$ cat src/common/rsc_pkg.sv
package rsc_pkg;
    // register indices; byte address is four times the index
    localparam logic [7:0] IDX_SYNC = 8'h84;
    localparam logic [7:0] IDX_STORE = 8'h85;
    localparam logic [7:0] IDX_ERCFG = 8'h86;
    localparam logic [7:0] IDX_FIFO = 8'h87;
    localparam logic [7:0] IDX_IBUS = 8'h88;
    localparam logic [7:0] IDX_SPARE = 8'h89;
    localparam logic [7:0] IDX_XPORT = 8'h8A;
    localparam logic [7:0] IDX_STAT = 8'h8F;
    // writable bit masks; other bits read zero
    localparam logic [7:0] MASK_SYNC = 8'h07;
    localparam logic [7:0] MASK_STORE = 8'hDF;
    localparam logic [7:0] MASK_ERCFG = 8'hFF;
    localparam logic [7:0] MASK_FIFO = 8'h03;
    localparam logic [7:0] MASK_IBUS = 8'h7F;
    localparam logic [7:0] MASK_SPARE = 8'h07;
    localparam logic [7:0] MASK_XPORT = 8'h04;
    localparam logic [7:0] REG_RESET = 8'h00;
    // field positions
    localparam int SY_TYPE = 0;
    localparam int SY_VARIANT = 1;
    localparam int SY_DIR = 2;
    localparam int ST_ON = 0;
    localparam int ST_MIN = 1;
    localparam int ST_RECENTRE = 2;
    localparam int ST_ALIGN = 3;
    localparam int ST_ZONE = 4;
    localparam int ST_GAP = 6;
    localparam int ST_FMT = 7;
    localparam int EC_LCV = 0;
    localparam int EC_MOS = 1;
    localparam int EC_FSB = 2;
    localparam int EC_ACC = 3;
    localparam int EC_PER = 4;
    localparam int EC_MAN = 5;
    localparam int EC_EXT = 6;
    localparam int EC_SHR = 7;
    localparam int IB_ON = 3;
    localparam int IB_TYPE = 4;
    localparam int XP_DIR = 2;
    // timing and sizes
    localparam logic [8:0] FRAMES_T1 = 9'd333;
    localparam logic [8:0] FRAMES_E1 = 9'd500;
    localparam logic [7:0] ZONE_WIDE = 8'd9;
    localparam logic [7:0] ZONE_NARROW = 8'd2;
    localparam logic [7:0] HALF_T1 = 8'd12;
    localparam logic [7:0] HALF_E1 = 8'd16;
    localparam logic [3:0] BITS_64K = 4'd8;
    localparam logic [3:0] BITS_56K = 4'd7;
    localparam logic [1:0] RESP_OKAY = 2'b00;
    localparam logic [1:0] RESP_SLVERR = 2'b10;

    typedef struct packed {
        logic [7:0] sync;
        logic [7:0] store;
        logic [7:0] ercfg;
        logic [7:0] fifo;
        logic [7:0] ibus;
        logic [7:0] spare;
        logic [7:0] xport;
    } rsc_regs_type;

    typedef struct packed {
        logic awready;
        logic wready;
        logic aw_hold;
        logic w_hold;
        logic [7:0] aw_idx;
        logic [7:0] wdata;
        logic wstrb0;
        logic bvalid;
        logic [1:0] bresp;
        logic arready;
        logic rvalid;
        logic [31:0] rdata;
        logic [1:0] rresp;
    } rsc_axi_type;
endpackage

$ cat src/rsc_top.sv
// Functional notes
// T1 frame mode: double-wide sync pulse in signaling frames when variant bit set.
// E1: variant bit picks CAS or CRC-4 multiframe, always on multiframe output.
// output pin gives frame pulses (type 0) or multiframe pulses (type 1).
// format bit: 64kbps all eight bits, or 56kbps seven bits.
// gapped clock bit drives gapped bit clock on channel clock output.
// during conversion force slip at 9 or 2 bytes separation or less.
// align rising edge recentres pointers only when closer than half frame.
// recentre rising edge moves read pointer; slips at once if in zone.
// store enable bypasses or uses store; depth two frames or 32 bits.
// timed updates may use the shared first-channel one-second timer.
// manual mode with external select latches on external latch rising edge.
// manual latch bit rising edge latches counters on next clock.
// automatic mode: once a second, or every 333 T1 / 500 E1 frames.
// accumulation bit selects automatic or manual counter updates.
// T1 path violation counter adds signaling framing bits when set.
// T1 multiframe counter counts bit errors or multiframes out of sync.
// line violation counter includes excessive zeros when set.
// watermark code selects 4, 16, 32 or 48 bytes.
// bus size code selects 2, 4 or 8 devices; code 11 reserved.
// interleave enable, channel or frame type, slot one to eight.
// spare code length 1 to 7 bits, code 111 means 8 or 16.
// BERT fed from receive framer or transmit path.
// sync pin output when 0, input only with store enabled.
// unassigned bits read zero; all registers zero after reset.
`timescale 1ns/1ns
`default_nettype none
module rsc_top #(
    parameter int ADDR_W = 10
) (
    input wire logic aclk,
    input wire logic aresetn,
    input wire logic [ADDR_W-1:0] s_axi_awaddr,
    input wire logic s_axi_awvalid,
    output logic s_axi_awready,
    input wire logic [31:0] s_axi_wdata,
    input wire logic [3:0] s_axi_wstrb,
    input wire logic s_axi_wvalid,
    output logic s_axi_wready,
    output logic [1:0] s_axi_bresp,
    output logic s_axi_bvalid,
    input wire logic s_axi_bready,
    input wire logic [ADDR_W-1:0] s_axi_araddr,
    input wire logic s_axi_arvalid,
    output logic s_axi_arready,
    output logic [31:0] s_axi_rdata,
    output logic [1:0] s_axi_rresp,
    output logic s_axi_rvalid,
    input wire logic s_axi_rready,
    input wire logic t1_mode,
    input wire logic frame_start,
    input wire logic signaling_frame,
    input wire logic t1_mf_start,
    input wire logic cas_mf_start,
    input wire logic crc_mf_start,
    input wire logic receive_frame_sync_pin_i,
    output logic receive_frame_sync_pin_o,
    output logic receive_frame_sync_pin_oe,
    output logic receive_multiframe_sync_out,
    output logic sync_pin_frame_in,
    input wire logic normal_channel_clock,
    input wire logic gapped_bit_clock,
    output logic channel_clock_out,
    output logic [3:0] channel_bits_used,
    input wire logic rate_conversion,
    input wire logic [7:0] store_separation,
    output logic store_on,
    output logic store_min_delay,
    output logic store_slip_force,
    output logic store_align_pulse,
    output logic store_recentre_pulse,
    input wire logic own_second_tick,
    input wire logic shared_second_tick,
    input wire logic frame_tick,
    input wire logic external_counter_latch_in,
    output logic counter_latch,
    output logic signaling_fbit_report,
    output logic multiframe_counter_function,
    output logic violation_counter_function,
    output logic [5:0] fifo_watermark_bytes,
    output logic [3:0] interleave_devices,
    output logic interleave_on,
    output logic interleave_type_sel,
    output logic [2:0] bus_slot_position,
    output logic [3:0] spare_code_length,
    output logic spare_code_long,
    output logic bert_source_direction
);
    initial begin
        if (ADDR_W < 10) begin
            $error("ADDR_W must be at least 10");
        end
    end

    typedef struct packed {
        rsc_pkg::rsc_regs_type regs;
        rsc_pkg::rsc_axi_type axi;
        logic sync_o;
        logic sync_oe;
        logic sync_in;
        logic mf_o;
        logic wide_pend;
        logic chclk;
        logic [3:0] bits_used;
        logic slip;
        logic align;
        logic recentre;
        logic recentre_chk;
        logic latch;
        logic ext_prev;
        logic [8:0] frame_cnt;
        logic [7:0] latch_events;
        logic [5:0] wmark;
        logic [3:0] devices;
        logic [3:0] spare_len;
        logic spare_long;
    } rsc_state_type;

    rsc_state_type s;
    rsc_state_type next_s;

    logic [7:0] w_old;
    logic [7:0] w_new;
    logic [7:0] w_rise;
    logic [7:0] half;
    logic [7:0] zone;
    logic [8:0] frame_lim;
    logic pulse;
    logic sec_tick;
    logic timed_tick;
    logic do_write;
    logic [7:0] rd;
    logic rd_ok;

    always_comb begin
        next_s = s;
        w_old = 8'h00;
        w_new = 8'h00;
        w_rise = 8'h00;
        rd = 8'h00;
        rd_ok = 1'b1;
        // axi write channel
        if (s_axi_awvalid && s.axi.awready) begin
            next_s.axi.aw_hold = 1'b1;
            next_s.axi.aw_idx = s_axi_awaddr[9:2];
        end
        if (s_axi_wvalid && s.axi.wready) begin
            next_s.axi.w_hold = 1'b1;
            next_s.axi.wdata = s_axi_wdata[7:0];
            next_s.axi.wstrb0 = s_axi_wstrb[0];
        end
        if (s.axi.bvalid && s_axi_bready) begin
            next_s.axi.bvalid = 1'b0;
        end
        do_write = s.axi.aw_hold && s.axi.w_hold && !s.axi.bvalid;
        if (do_write) begin
            next_s.axi.aw_hold = 1'b0;
            next_s.axi.w_hold = 1'b0;
            next_s.axi.bvalid = 1'b1;
            next_s.axi.bresp = rsc_pkg::RESP_OKAY;
            unique case (s.axi.aw_idx)
                rsc_pkg::IDX_SYNC: w_old = s.regs.sync;
                rsc_pkg::IDX_STORE: w_old = s.regs.store;
                rsc_pkg::IDX_ERCFG: w_old = s.regs.ercfg;
                rsc_pkg::IDX_FIFO: w_old = s.regs.fifo;
                rsc_pkg::IDX_IBUS: w_old = s.regs.ibus;
                rsc_pkg::IDX_SPARE: w_old = s.regs.spare;
                rsc_pkg::IDX_XPORT: w_old = s.regs.xport;
                rsc_pkg::IDX_STAT: w_old = 8'h00;
                default: next_s.axi.bresp = rsc_pkg::RESP_SLVERR;
            endcase
            w_new = s.axi.wstrb0 ? s.axi.wdata : w_old;
            unique case (s.axi.aw_idx)
                rsc_pkg::IDX_SYNC: next_s.regs.sync = w_new & rsc_pkg::MASK_SYNC;
                rsc_pkg::IDX_STORE: next_s.regs.store = w_new & rsc_pkg::MASK_STORE;
                rsc_pkg::IDX_ERCFG: next_s.regs.ercfg = w_new & rsc_pkg::MASK_ERCFG;
                rsc_pkg::IDX_FIFO: next_s.regs.fifo = w_new & rsc_pkg::MASK_FIFO;
                rsc_pkg::IDX_IBUS: next_s.regs.ibus = w_new & rsc_pkg::MASK_IBUS;
                rsc_pkg::IDX_SPARE: next_s.regs.spare = w_new & rsc_pkg::MASK_SPARE;
                rsc_pkg::IDX_XPORT: next_s.regs.xport = w_new & rsc_pkg::MASK_XPORT;
                default: w_rise = 8'h00;
            endcase
            w_rise = w_new & ~w_old;
        end
        next_s.axi.awready = !next_s.axi.aw_hold && !next_s.axi.bvalid;
        next_s.axi.wready = !next_s.axi.w_hold && !next_s.axi.bvalid;
        // axi read channel
        if (s.axi.rvalid && s_axi_rready) begin
            next_s.axi.rvalid = 1'b0;
        end
        if (s_axi_arvalid && s.axi.arready) begin
            unique case (s_axi_araddr[9:2])
                rsc_pkg::IDX_SYNC: rd = s.regs.sync;
                rsc_pkg::IDX_STORE: rd = s.regs.store;
                rsc_pkg::IDX_ERCFG: rd = s.regs.ercfg;
                rsc_pkg::IDX_FIFO: rd = s.regs.fifo;
                rsc_pkg::IDX_IBUS: rd = s.regs.ibus;
                rsc_pkg::IDX_SPARE: rd = s.regs.spare;
                rsc_pkg::IDX_XPORT: rd = s.regs.xport;
                rsc_pkg::IDX_STAT: rd = s.latch_events;
                default: rd_ok = 1'b0;
            endcase
            next_s.axi.rvalid = 1'b1;
            next_s.axi.rdata = {24'h000000, rd};
            next_s.axi.rresp = rd_ok ? rsc_pkg::RESP_OKAY : rsc_pkg::RESP_SLVERR;
        end
        next_s.axi.arready = !next_s.axi.rvalid;

        // frame sync output and multiframe output
        if (s.regs.sync[rsc_pkg::SY_TYPE]) begin
            if (t1_mode) begin
                pulse = t1_mf_start;
            end else begin
                pulse = s.regs.sync[rsc_pkg::SY_VARIANT] ? crc_mf_start : cas_mf_start;
            end
        end else begin
            pulse = frame_start;
        end
        next_s.wide_pend = 1'b0;
        if (t1_mode && !s.regs.sync[rsc_pkg::SY_TYPE] && s.regs.sync[rsc_pkg::SY_VARIANT]
            && signaling_frame && frame_start) begin
            next_s.wide_pend = 1'b1;
        end
        next_s.sync_o = pulse || s.wide_pend;
        if (t1_mode) begin
            next_s.mf_o = t1_mf_start;
        end else begin
            next_s.mf_o = s.regs.sync[rsc_pkg::SY_VARIANT] ? crc_mf_start : cas_mf_start;
        end
        next_s.sync_oe = !(s.regs.sync[rsc_pkg::SY_DIR] && s.regs.store[rsc_pkg::ST_ON]);
        next_s.sync_in = !next_s.sync_oe && receive_frame_sync_pin_i;

        // channel clock and format
        next_s.chclk = s.regs.store[rsc_pkg::ST_GAP] ? gapped_bit_clock : normal_channel_clock;
        next_s.bits_used = s.regs.store[rsc_pkg::ST_FMT] ? rsc_pkg::BITS_56K : rsc_pkg::BITS_64K;

        // elastic store commands
        half = t1_mode ? rsc_pkg::HALF_T1 : rsc_pkg::HALF_E1;
        zone = s.regs.store[rsc_pkg::ST_ZONE] ? rsc_pkg::ZONE_NARROW : rsc_pkg::ZONE_WIDE;
        next_s.align = do_write && s.axi.aw_idx == rsc_pkg::IDX_STORE && w_rise[rsc_pkg::ST_ALIGN]
            && s.regs.store[rsc_pkg::ST_ON] && store_separation < half;
        next_s.recentre = do_write && s.axi.aw_idx == rsc_pkg::IDX_STORE
            && w_rise[rsc_pkg::ST_RECENTRE] && s.regs.store[rsc_pkg::ST_ON];
        next_s.recentre_chk = s.recentre;
        next_s.slip = s.regs.store[rsc_pkg::ST_ON] && store_separation <= zone
            && (rate_conversion || s.recentre_chk);

        // counter update timing
        frame_lim = t1_mode ? rsc_pkg::FRAMES_T1 : rsc_pkg::FRAMES_E1;
        sec_tick = s.regs.ercfg[rsc_pkg::EC_SHR] ? shared_second_tick : own_second_tick;
        timed_tick = 1'b0;
        if (frame_tick) begin
            if (s.frame_cnt >= frame_lim - 9'd1) begin
                next_s.frame_cnt = 9'd0;
                timed_tick = s.regs.ercfg[rsc_pkg::EC_PER];
            end else begin
                next_s.frame_cnt = s.frame_cnt + 9'd1;
            end
        end
        if (!s.regs.ercfg[rsc_pkg::EC_PER]) begin
            timed_tick = sec_tick;
        end
        next_s.ext_prev = external_counter_latch_in;
        if (!s.regs.ercfg[rsc_pkg::EC_ACC]) begin
            next_s.latch = timed_tick;
        end else if (s.regs.ercfg[rsc_pkg::EC_EXT]) begin
            next_s.latch = external_counter_latch_in && !s.ext_prev;
        end else begin
            next_s.latch = do_write && s.axi.aw_idx == rsc_pkg::IDX_ERCFG
                && w_rise[rsc_pkg::EC_MAN];
        end
        if (s.latch) begin
            next_s.latch_events = s.latch_events + 8'd1;
        end

        // decoded configuration
        unique case (s.regs.fifo[1:0])
            2'b00: next_s.wmark = 6'd4;
            2'b01: next_s.wmark = 6'd16;
            2'b10: next_s.wmark = 6'd32;
            2'b11: next_s.wmark = 6'd48;
        endcase
        unique case (s.regs.ibus[6:5])
            2'b00: next_s.devices = 4'd2;
            2'b01: next_s.devices = 4'd4;
            2'b10: next_s.devices = 4'd8;
            2'b11: next_s.devices = 4'd0;
        endcase
        next_s.spare_long = &s.regs.spare[2:0];
        next_s.spare_len = next_s.spare_long ? 4'd8 : {1'b0, s.regs.spare[2:0]} + 4'd1;
    end

    always_ff @(posedge aclk) begin
        if (!aresetn) begin
            s <= '0;
        end else begin
            s <= next_s;
        end
    end

    assign s_axi_awready = s.axi.awready;
    assign s_axi_wready = s.axi.wready;
    assign s_axi_bvalid = s.axi.bvalid;
    assign s_axi_bresp = s.axi.bresp;
    assign s_axi_arready = s.axi.arready;
    assign s_axi_rvalid = s.axi.rvalid;
    assign s_axi_rdata = s.axi.rdata;
    assign s_axi_rresp = s.axi.rresp;
    assign receive_frame_sync_pin_o = s.sync_o;
    assign receive_frame_sync_pin_oe = s.sync_oe;
    assign receive_multiframe_sync_out = s.mf_o;
    assign sync_pin_frame_in = s.sync_in;
    assign channel_clock_out = s.chclk;
    assign channel_bits_used = s.bits_used;
    assign store_on = s.regs.store[rsc_pkg::ST_ON];
    assign store_min_delay = s.regs.store[rsc_pkg::ST_MIN];
    assign store_slip_force = s.slip;
    assign store_align_pulse = s.align;
    assign store_recentre_pulse = s.recentre;
    assign counter_latch = s.latch;
    assign signaling_fbit_report = s.regs.ercfg[rsc_pkg::EC_FSB];
    assign multiframe_counter_function = s.regs.ercfg[rsc_pkg::EC_MOS];
    assign violation_counter_function = s.regs.ercfg[rsc_pkg::EC_LCV];
    assign fifo_watermark_bytes = s.wmark;
    assign interleave_devices = s.devices;
    assign interleave_on = s.regs.ibus[rsc_pkg::IB_ON];
    assign interleave_type_sel = s.regs.ibus[rsc_pkg::IB_TYPE];
    assign bus_slot_position = s.regs.ibus[2:0];
    assign spare_code_length = s.spare_len;
    assign spare_code_long = s.spare_long;
    assign bert_source_direction = s.regs.xport[rsc_pkg::XP_DIR];
endmodule
`default_nettype wire

$ cat config.mk
export PLATFORM = sky130hd
export DESIGN_NAME = rsc_top
export DESIGN_NICKNAME = d
export VERILOG_FILES = /design/src/common/rsc_pkg.sv /design/src/rsc_top.sv
export SDC_FILE = /design/constraint.sdc
export NUM_CORES = 1
export LEC_CHECK = 0
export BUFFER_PORTS_ARGS = -buffer_cell sky130_fd_sc_hd__buf_2
export CORE_ASPECT_RATIO = 1.4
export CORE_MARGIN = 2
export CORE_UTILIZATION = 45
export CTS_CLUSTER_SIZE = 8
export DETAILED_ROUTE_END_ITERATION = 10
export PLACE_DENSITY_LB_ADDON = 0.12
export SLEW_MARGIN = 40
export SYNTH_ARGS = -nofsm -noshare
export SYNTH_HDL_FRONTEND = slang
export SYNTH_SLANG_ARGS = --single-unit
export TNS_END_PERCENT = 30
$ cat constraint.sdc
create_clock -name aclk -period 5.05 [get_ports aclk]
set_clock_uncertainty 0.2 [all_clocks]
set_input_delay 0.505 -clock aclk [delete_from_list [all_inputs] [get_ports aclk]]
set_output_delay 0.505 -clock aclk [all_outputs]
set_load 0.01 [all_outputs]
# Word level (Yosys, flattened, before mapping)
# Index checks and enable logic that the tools add are counted.
[totals]
input_bits = 85
word_cells = 156
output_inout_bits = 80
reg_bits = 115
[classes]
n_addsub = 4
bitwise = 3
n_eq_ne = 22
muxes = 35
n_lt_le_gt_ge = 3
n_reduce_logical = 49
[ops]
columns = ["cell", "count"]
rows = [
  ["8-bit == test, second input constant", 16],
  ["8-bit one-hot mux with 8 select lines", 1],
  ["8-bit one-hot mux with 7 select lines", 1],
  ["35-bit 2-to-1 mux", 1],
  ["1-bit logical AND", 26],
  ["8-bit 2-to-1 mux", 3],
  ["6-bit one-hot mux with 4 select lines", 1],
  ["1-bit 2-to-1 mux", 17],
  ["4-bit one-hot mux with 4 select lines", 1],
  ["8-bit OR reduction", 2],
  ["2-bit AND reduction", 7],
  ["4-bit 2-to-1 mux", 3],
  ["9-bit by 1-bit adder with 9-bit output, second input constant", 1],
  ["9-bit >= comparator", 1],
  ["9-bit 2-to-1 mux", 1],
  ["9-bit by 1-bit subtractor with 9-bit output, second input constant", 1],
  ["8-bit by 1-bit adder with 8-bit output, second input constant", 1],
  ["2-bit == test, second input constant", 4],
  ["8-bit by 4-bit less-or-equal comparator with 1-bit output", 1],
  ["1-bit zero test", 8],
  ["8-bit by 5-bit less-than comparator with 1-bit output", 1],
  ["6-bit AND", 1],
  ["2-bit 2-to-1 mux", 3],
  ["6-bit 2-to-1 mux", 1],
  ["other kinds (10)", 13],
]

# Logic depth before layout (Yosys ltp)
[depth]
depth_word = 9
depth_mapped = 7
ltp_nobuf = 7

# Worst setup path after synthesis
# Ideal clock, no wire load.
[synth_timing]
path_type = "input-to-reg"
from = "input t1_mode"
to = "register s[23] (netlist name)"
n_path_buf = 0
setup_slack_ps = 2807
arrival_time_ps = 1898
cell_stages = 7
t_required_ps = 4705
setup_time_ps = 145
path_cell_list = "inv_1 ha_1 nand2_1 o21ai_0 a41oi_1 o31ai_1 nor2_1"
[synth_via]
elab_chain_len = 4
[synth_rtl]
columns = ["item", "line_no", "source"]
rows = [
  ["from (decl)", "rsc_top.sv:50", "input wire logic t1_mode,"],
  ["8-bit 2-to-1 mux", "rsc_top.sv:249", "frame_lim = t1_mode ? rsc_pkg::FRAMES_T1 : rsc_pkg::FRAMES_E1;"],
  ["9-bit by 1-bit subtractor with 9-bit output", "rsc_top.sv:253", "if (s.frame_cnt >= frame_lim - 9'd1) begin"],
  ["9-bit >= comparator", "rsc_top.sv:253", ""],
  ["9-bit 2-to-1 mux", "rsc_top.sv:253", ""],
  ["to (signal assigned)", "rsc_top.sv:297", "s <= next_s;"],
  ["to (decl)", "rsc_top.sv:119", "rsc_state_type s;"],
]
# Every way passes these cells.
# A chain may end at the register's enable or synchronous reset.

# Worst setup path in the final report
[layout_timing]
from = "register s[100] (netlist name)"
to = "register s, in the netlist multiframe_counter_function"
[layout_via]
elab_chain_len = 4
elab_cells_between_ends = 11
cone_classes = "7 x eq/ne; 3 x mux; 1 x reduce/logical"
[layout_rtl]
columns = ["item", "line_no", "source"]
rows = [
  ["8-bit == test, on equally long branches", "rsc_top.sv:161, rsc_top.sv:173", ""],
  ["8-bit one-hot mux with 7 select lines", "rsc_top.sv:161", "unique case (s.axi.aw_idx)"],
  ["8-bit 2-to-1 mux", "rsc_top.sv:156", "if (do_write) begin"],
  ["8-bit 2-to-1 mux", "rsc_top.sv:172", "w_new = s.axi.wstrb0 ? s.axi.wdata : w_old;"],
]
# Parallel ways exist; a longest one is shown, timed or not. The select of a mux whose other input is x is not followed.

==> impl.org <==
** Pwr
- Of the total power, the share spent switching nets is 0.237.
- Comb pwr share :: 0.076
- The worst-case IR drop observed on VDD is 0.155 mV.
- The share of total power dissipated in sequential elements is 0.500.
- Dividing total power by cell area gives a power density of roughly 300 nW/um^2.
- In this run the static leakage power is approximately 2.4 nW.
- Total net switching power :: about 0.00042 W
- The share of total power dissipated in the clock network is 0.424.
- The internal portion of the total power is 0.00135 W.

** Routing
- The routed design has 13300 um of wire.
- The count of nets left with antenna violations once routing finished came out at 0.
- Wire per inst :: 15.9 um
- In the routed design, unresolved DRC markers number 0.
- Length of the first detailed-routing pass in iterations :: 4
- Vias per Instance :: 5.37
- First-iteration detailed-routing DRC count :: 247
- The final route contains ~4500 vias.

** Clock tree
- Number of setup buffers added after CTS :: 0
- Buffers inserted to repair hold after CTS numbered 0.
- Once the clock tree was built, the resizer swapped 0 gates to a different size.
- The clock tree synthesis step divided the H-tree into 3 levels.
- Buffers inserted during clock tree synthesis total 9.
- Longest Clk Path Bufs :: 2
- Clock tree synthesis selected as its root buffer the cell sky130_fd_sc_hd__clkbuf_16.
- Clock-pin slew was measured on the worst setup and hold paths at around 0.07 ns.
- TritonCTS clock tree :: done
- Number of clock sinks :: roughly 110
- Latest clock arrival within the worst-skew pair :: 0.35 ns

** Synth
- The number of different library cells used by synthesis comes to 66.
- Share of flip-flops with an asynchronous set or reset after synthesis :: 0
- Yosys top cell by area :: sky130_fd_sc_hd__dfxtp_1
- #FFs+latches synth :: 107
- Synthesized area per cell :: 8.58 sq um
- Yosys warning count :: 0
- Number of enable-type register cells in the synthesized netlist :: 0
- In the post-synthesis netlist, the biggest area contributors are sky130_fd_sc_hd__dfxtp_1, sky130_fd_sc_hd__buf_4, sky130_fd_sc_hd__nand2_1.
- Cell types with the highest counts after synthesis :: sky130_fd_sc_hd__dfxtp_1, sky130_fd_sc_hd__nand2_1, sky130_fd_sc_hd__buf_4, sky130_fd_sc_hd__a21oi_1, sky130_fd_sc_hd__nor2_1
- Of the synthesized area, sequential elements account for 0.401.
- Ys flop type :: sky130_fd_sc_hd__dfxtp_1
- Cell area after synthesis :: 5350 sq um
- Of the post-synthesis cell area, the dominant cell type holds 0.401.
- Counting every instance in the synthesized netlist gives 623.
- In the post-synthesis netlist, the cell with the most instances is sky130_fd_sc_hd__dfxtp_1.

** Placement
- The HPWL after detailed placement is 9800 um.
- Including well taps, the total number of placed cells is 818.
- The count of buffers added on input and output ports is 103.
- Routability-driven placement finished with a final weighted congestion of 0.889.

** Run
- Across the run, the number of max-cap violations was 0.

** Floorplanning
- Area of the placeable core :: about 12000 sq um
- Total Die Area :: 12800 sq um
- The floorplan has 47 rows.
- For this configuration, the core starts out at a cell density of 0.457.
- Measured along the x axis, the die boundary spans 96.1 um.
- Measured along the y axis, the die boundary spans approximately 130 um.
- 165 I/O pins were placed.

** Worst setup path
- Category of the most critical setup path :: reg -> reg
- Data required, critical path :: between 5 and 6 ns
- STA puts the critical path data arrival time at 2.43 ns.
- Largest driver fanout on the critical path :: 11
- Critical path endpoint category :: register
- The worst setup path is launched from a register.

** STA
- The worst path in the final design needs a cycle of 2.37 ns, including I/O delays and setup.
- RSZ-0062 raised after global routing :: no
- The final max-slew violation count is 0.
- Post-Route Setup TNS :: 0 ns
- Worst rel slew slack :: 0.547
- Final-report setup violation count :: 0
- Dividing the final minimum period by the clock period gives 0.469.
- Final hold violation count :: 0
- Slew of the pin with the lowest slew margin :: around 0.68 ns
- Fmax :: around 420 MHz

** Layout
- From synthesis to final layout, the design area changed by 11.0%.
- The number of antenna diodes in the final layout is 0.
- Once layout is complete, the cells apart from fillers number 834.
- After the last flow step, the layout net total stands at 783.
- At the end of the flow the core is filled with cells to 0.507.
- The multi-input combinational cells in the finished layout cover a total of ~2700 sq um.
- Ratio of cells with drive above 1 in the final layout :: 0.208
- Filler cell count :: 1171
- Registers take 2140 sq um.

** GRT
- The first global-routing pass estimated about 21000 um of wire.
- The number of global-route vias before repair came to around 4200.
- GRT Residual Overflow :: 0
- Number of antenna violations at the first check in global routing :: 0
- Global-route total usage across every layer :: 0.211
- Pin count of the biggest net entering global routing :: 44

** Worst hold path
- Class of the tightest hold or removal check :: in -> reg

** Run status
- The flow ran to the end, and the final reports show no timing, DRC or antenna violations.
[worst paths after layout]
path,slack (ns),start,end,cells past startpoint
max,2.68,s[100],multiframe_counter_function,5
min,0.15,store_separation[4],store_slip_force,2
max reg2reg,2.68,s[100],multiframe_counter_function,5
min reg2reg,0.25,s_axi_rdata[6],s_axi_rdata[6],2
[power by group through the flow]
stage | logic [W] | registers (W) | clock network, W
after detailed placement | 0.000134 | 0.000903 | 0
after global placement | 0.000131 | 0.000902 | 0
after floorplan | 0.000111 | 0.000894 | 0
after CTS | 0.000135 | 0.000883 | 0.000762
final | 0.000134 | 0.000884 | 0.000749
after global routing | 0.000152 | 0.000887 | 0.000792
[placed cells by master, fill, tap and decap left out, types with 5 or more instances in the layout]
cell type and instances:
sky130_fd_sc_hd__dfxtp_1 105, sky130_fd_sc_hd__buf_2 103, sky130_fd_sc_hd__nand2_1 87, sky130_fd_sc_hd__a21oi_1 46, sky130_fd_sc_hd__nor2_1 40, sky130_fd_sc_hd__o21ai_0 36
sky130_fd_sc_hd__conb_1 30, sky130_fd_sc_hd__nand3_1 25, sky130_fd_sc_hd__ha_1 16, sky130_fd_sc_hd__inv_1 13, sky130_fd_sc_hd__nand4_1 12, sky130_fd_sc_hd__nor3_1 11
sky130_fd_sc_hd__xor2_1 11, sky130_fd_sc_hd__and3_1 10, sky130_fd_sc_hd__mux2i_1 10, sky130_fd_sc_hd__and2_1 9, sky130_fd_sc_hd__clkbuf_16 9, sky130_fd_sc_hd__nor3b_1 6
sky130_fd_sc_hd__nor2b_1 6, sky130_fd_sc_hd__o211ai_1 5, sky130_fd_sc_hd__o31ai_1 5
[kinds of logic after synthesis]
kind of cell	synth area share
adders and majority gates	0.0375
buffers and inverters	0.117
and+or+nand+nor	0.221
xor gates and xnor gates	0.0246
AOI/OAI and AO/OA	0.159
muxes	0.0398
other	0.000702
DFF	0.401
[layer usage]
metal,track usage,part of all wire,vias to the layer above,routed length (um)
li1,-,-,2222,-
met1,0.265,0.41,2105,5420
met2,0.355,0.52,136,6840
met3,0.0393,0.055,15,727
met4,0.0730,0.021,0,284
met5,0,0,-,0
[sequential cells by signal, indices dropped and copies added, names as in the netlist, 2 cells and up]
signal,cells
interleave_devices,3
fifo_watermark_bytes,3
spare_code_length,4
channel_bits_used,2
s_axi_rdata,8
s,59
bus_slot_position,3
[metrics by stage]
stage	hold WS [ns]	cell area (sq um)	power, W	worst slack (ns)
2_1_floorplan	0.224	5450	0.00101	2.81
3_3_place_gp	0.237	5610	0.00103	2.21
3_5_place_dp	0.244	5610	0.00104	2.39
4_1_cts	0.135	5930	0.00178	2.62
5_1_grt	0.146	5930	0.00183	2.52
6_report	0.146	5930	0.00177	2.68
[critical path, cell delays in order (launching register included)]
cell	delay (ns)
sky130_fd_sc_hd__dfxtp_1	0.34
sky130_fd_sc_hd__nor4b_4	0.64
sky130_fd_sc_hd__nand2_2	0.37
sky130_fd_sc_hd__a31oi_4	0.30
sky130_fd_sc_hd__nand2_1	0.20
sky130_fd_sc_hd__o21ai_0	0.22
[final cells by class]
class / instances / share of cell area
clock inverter: 6 / 0.0152
multi-input combinational: 444 / 0.454
inverter: 14 / 0.00886
tap: 147 / 0.0310
clock buffer: 10 / 0.0386
sequential: 107 / 0.362
timing repair buffer: 106 / 0.0907
(Power assumes the default switching activity.)
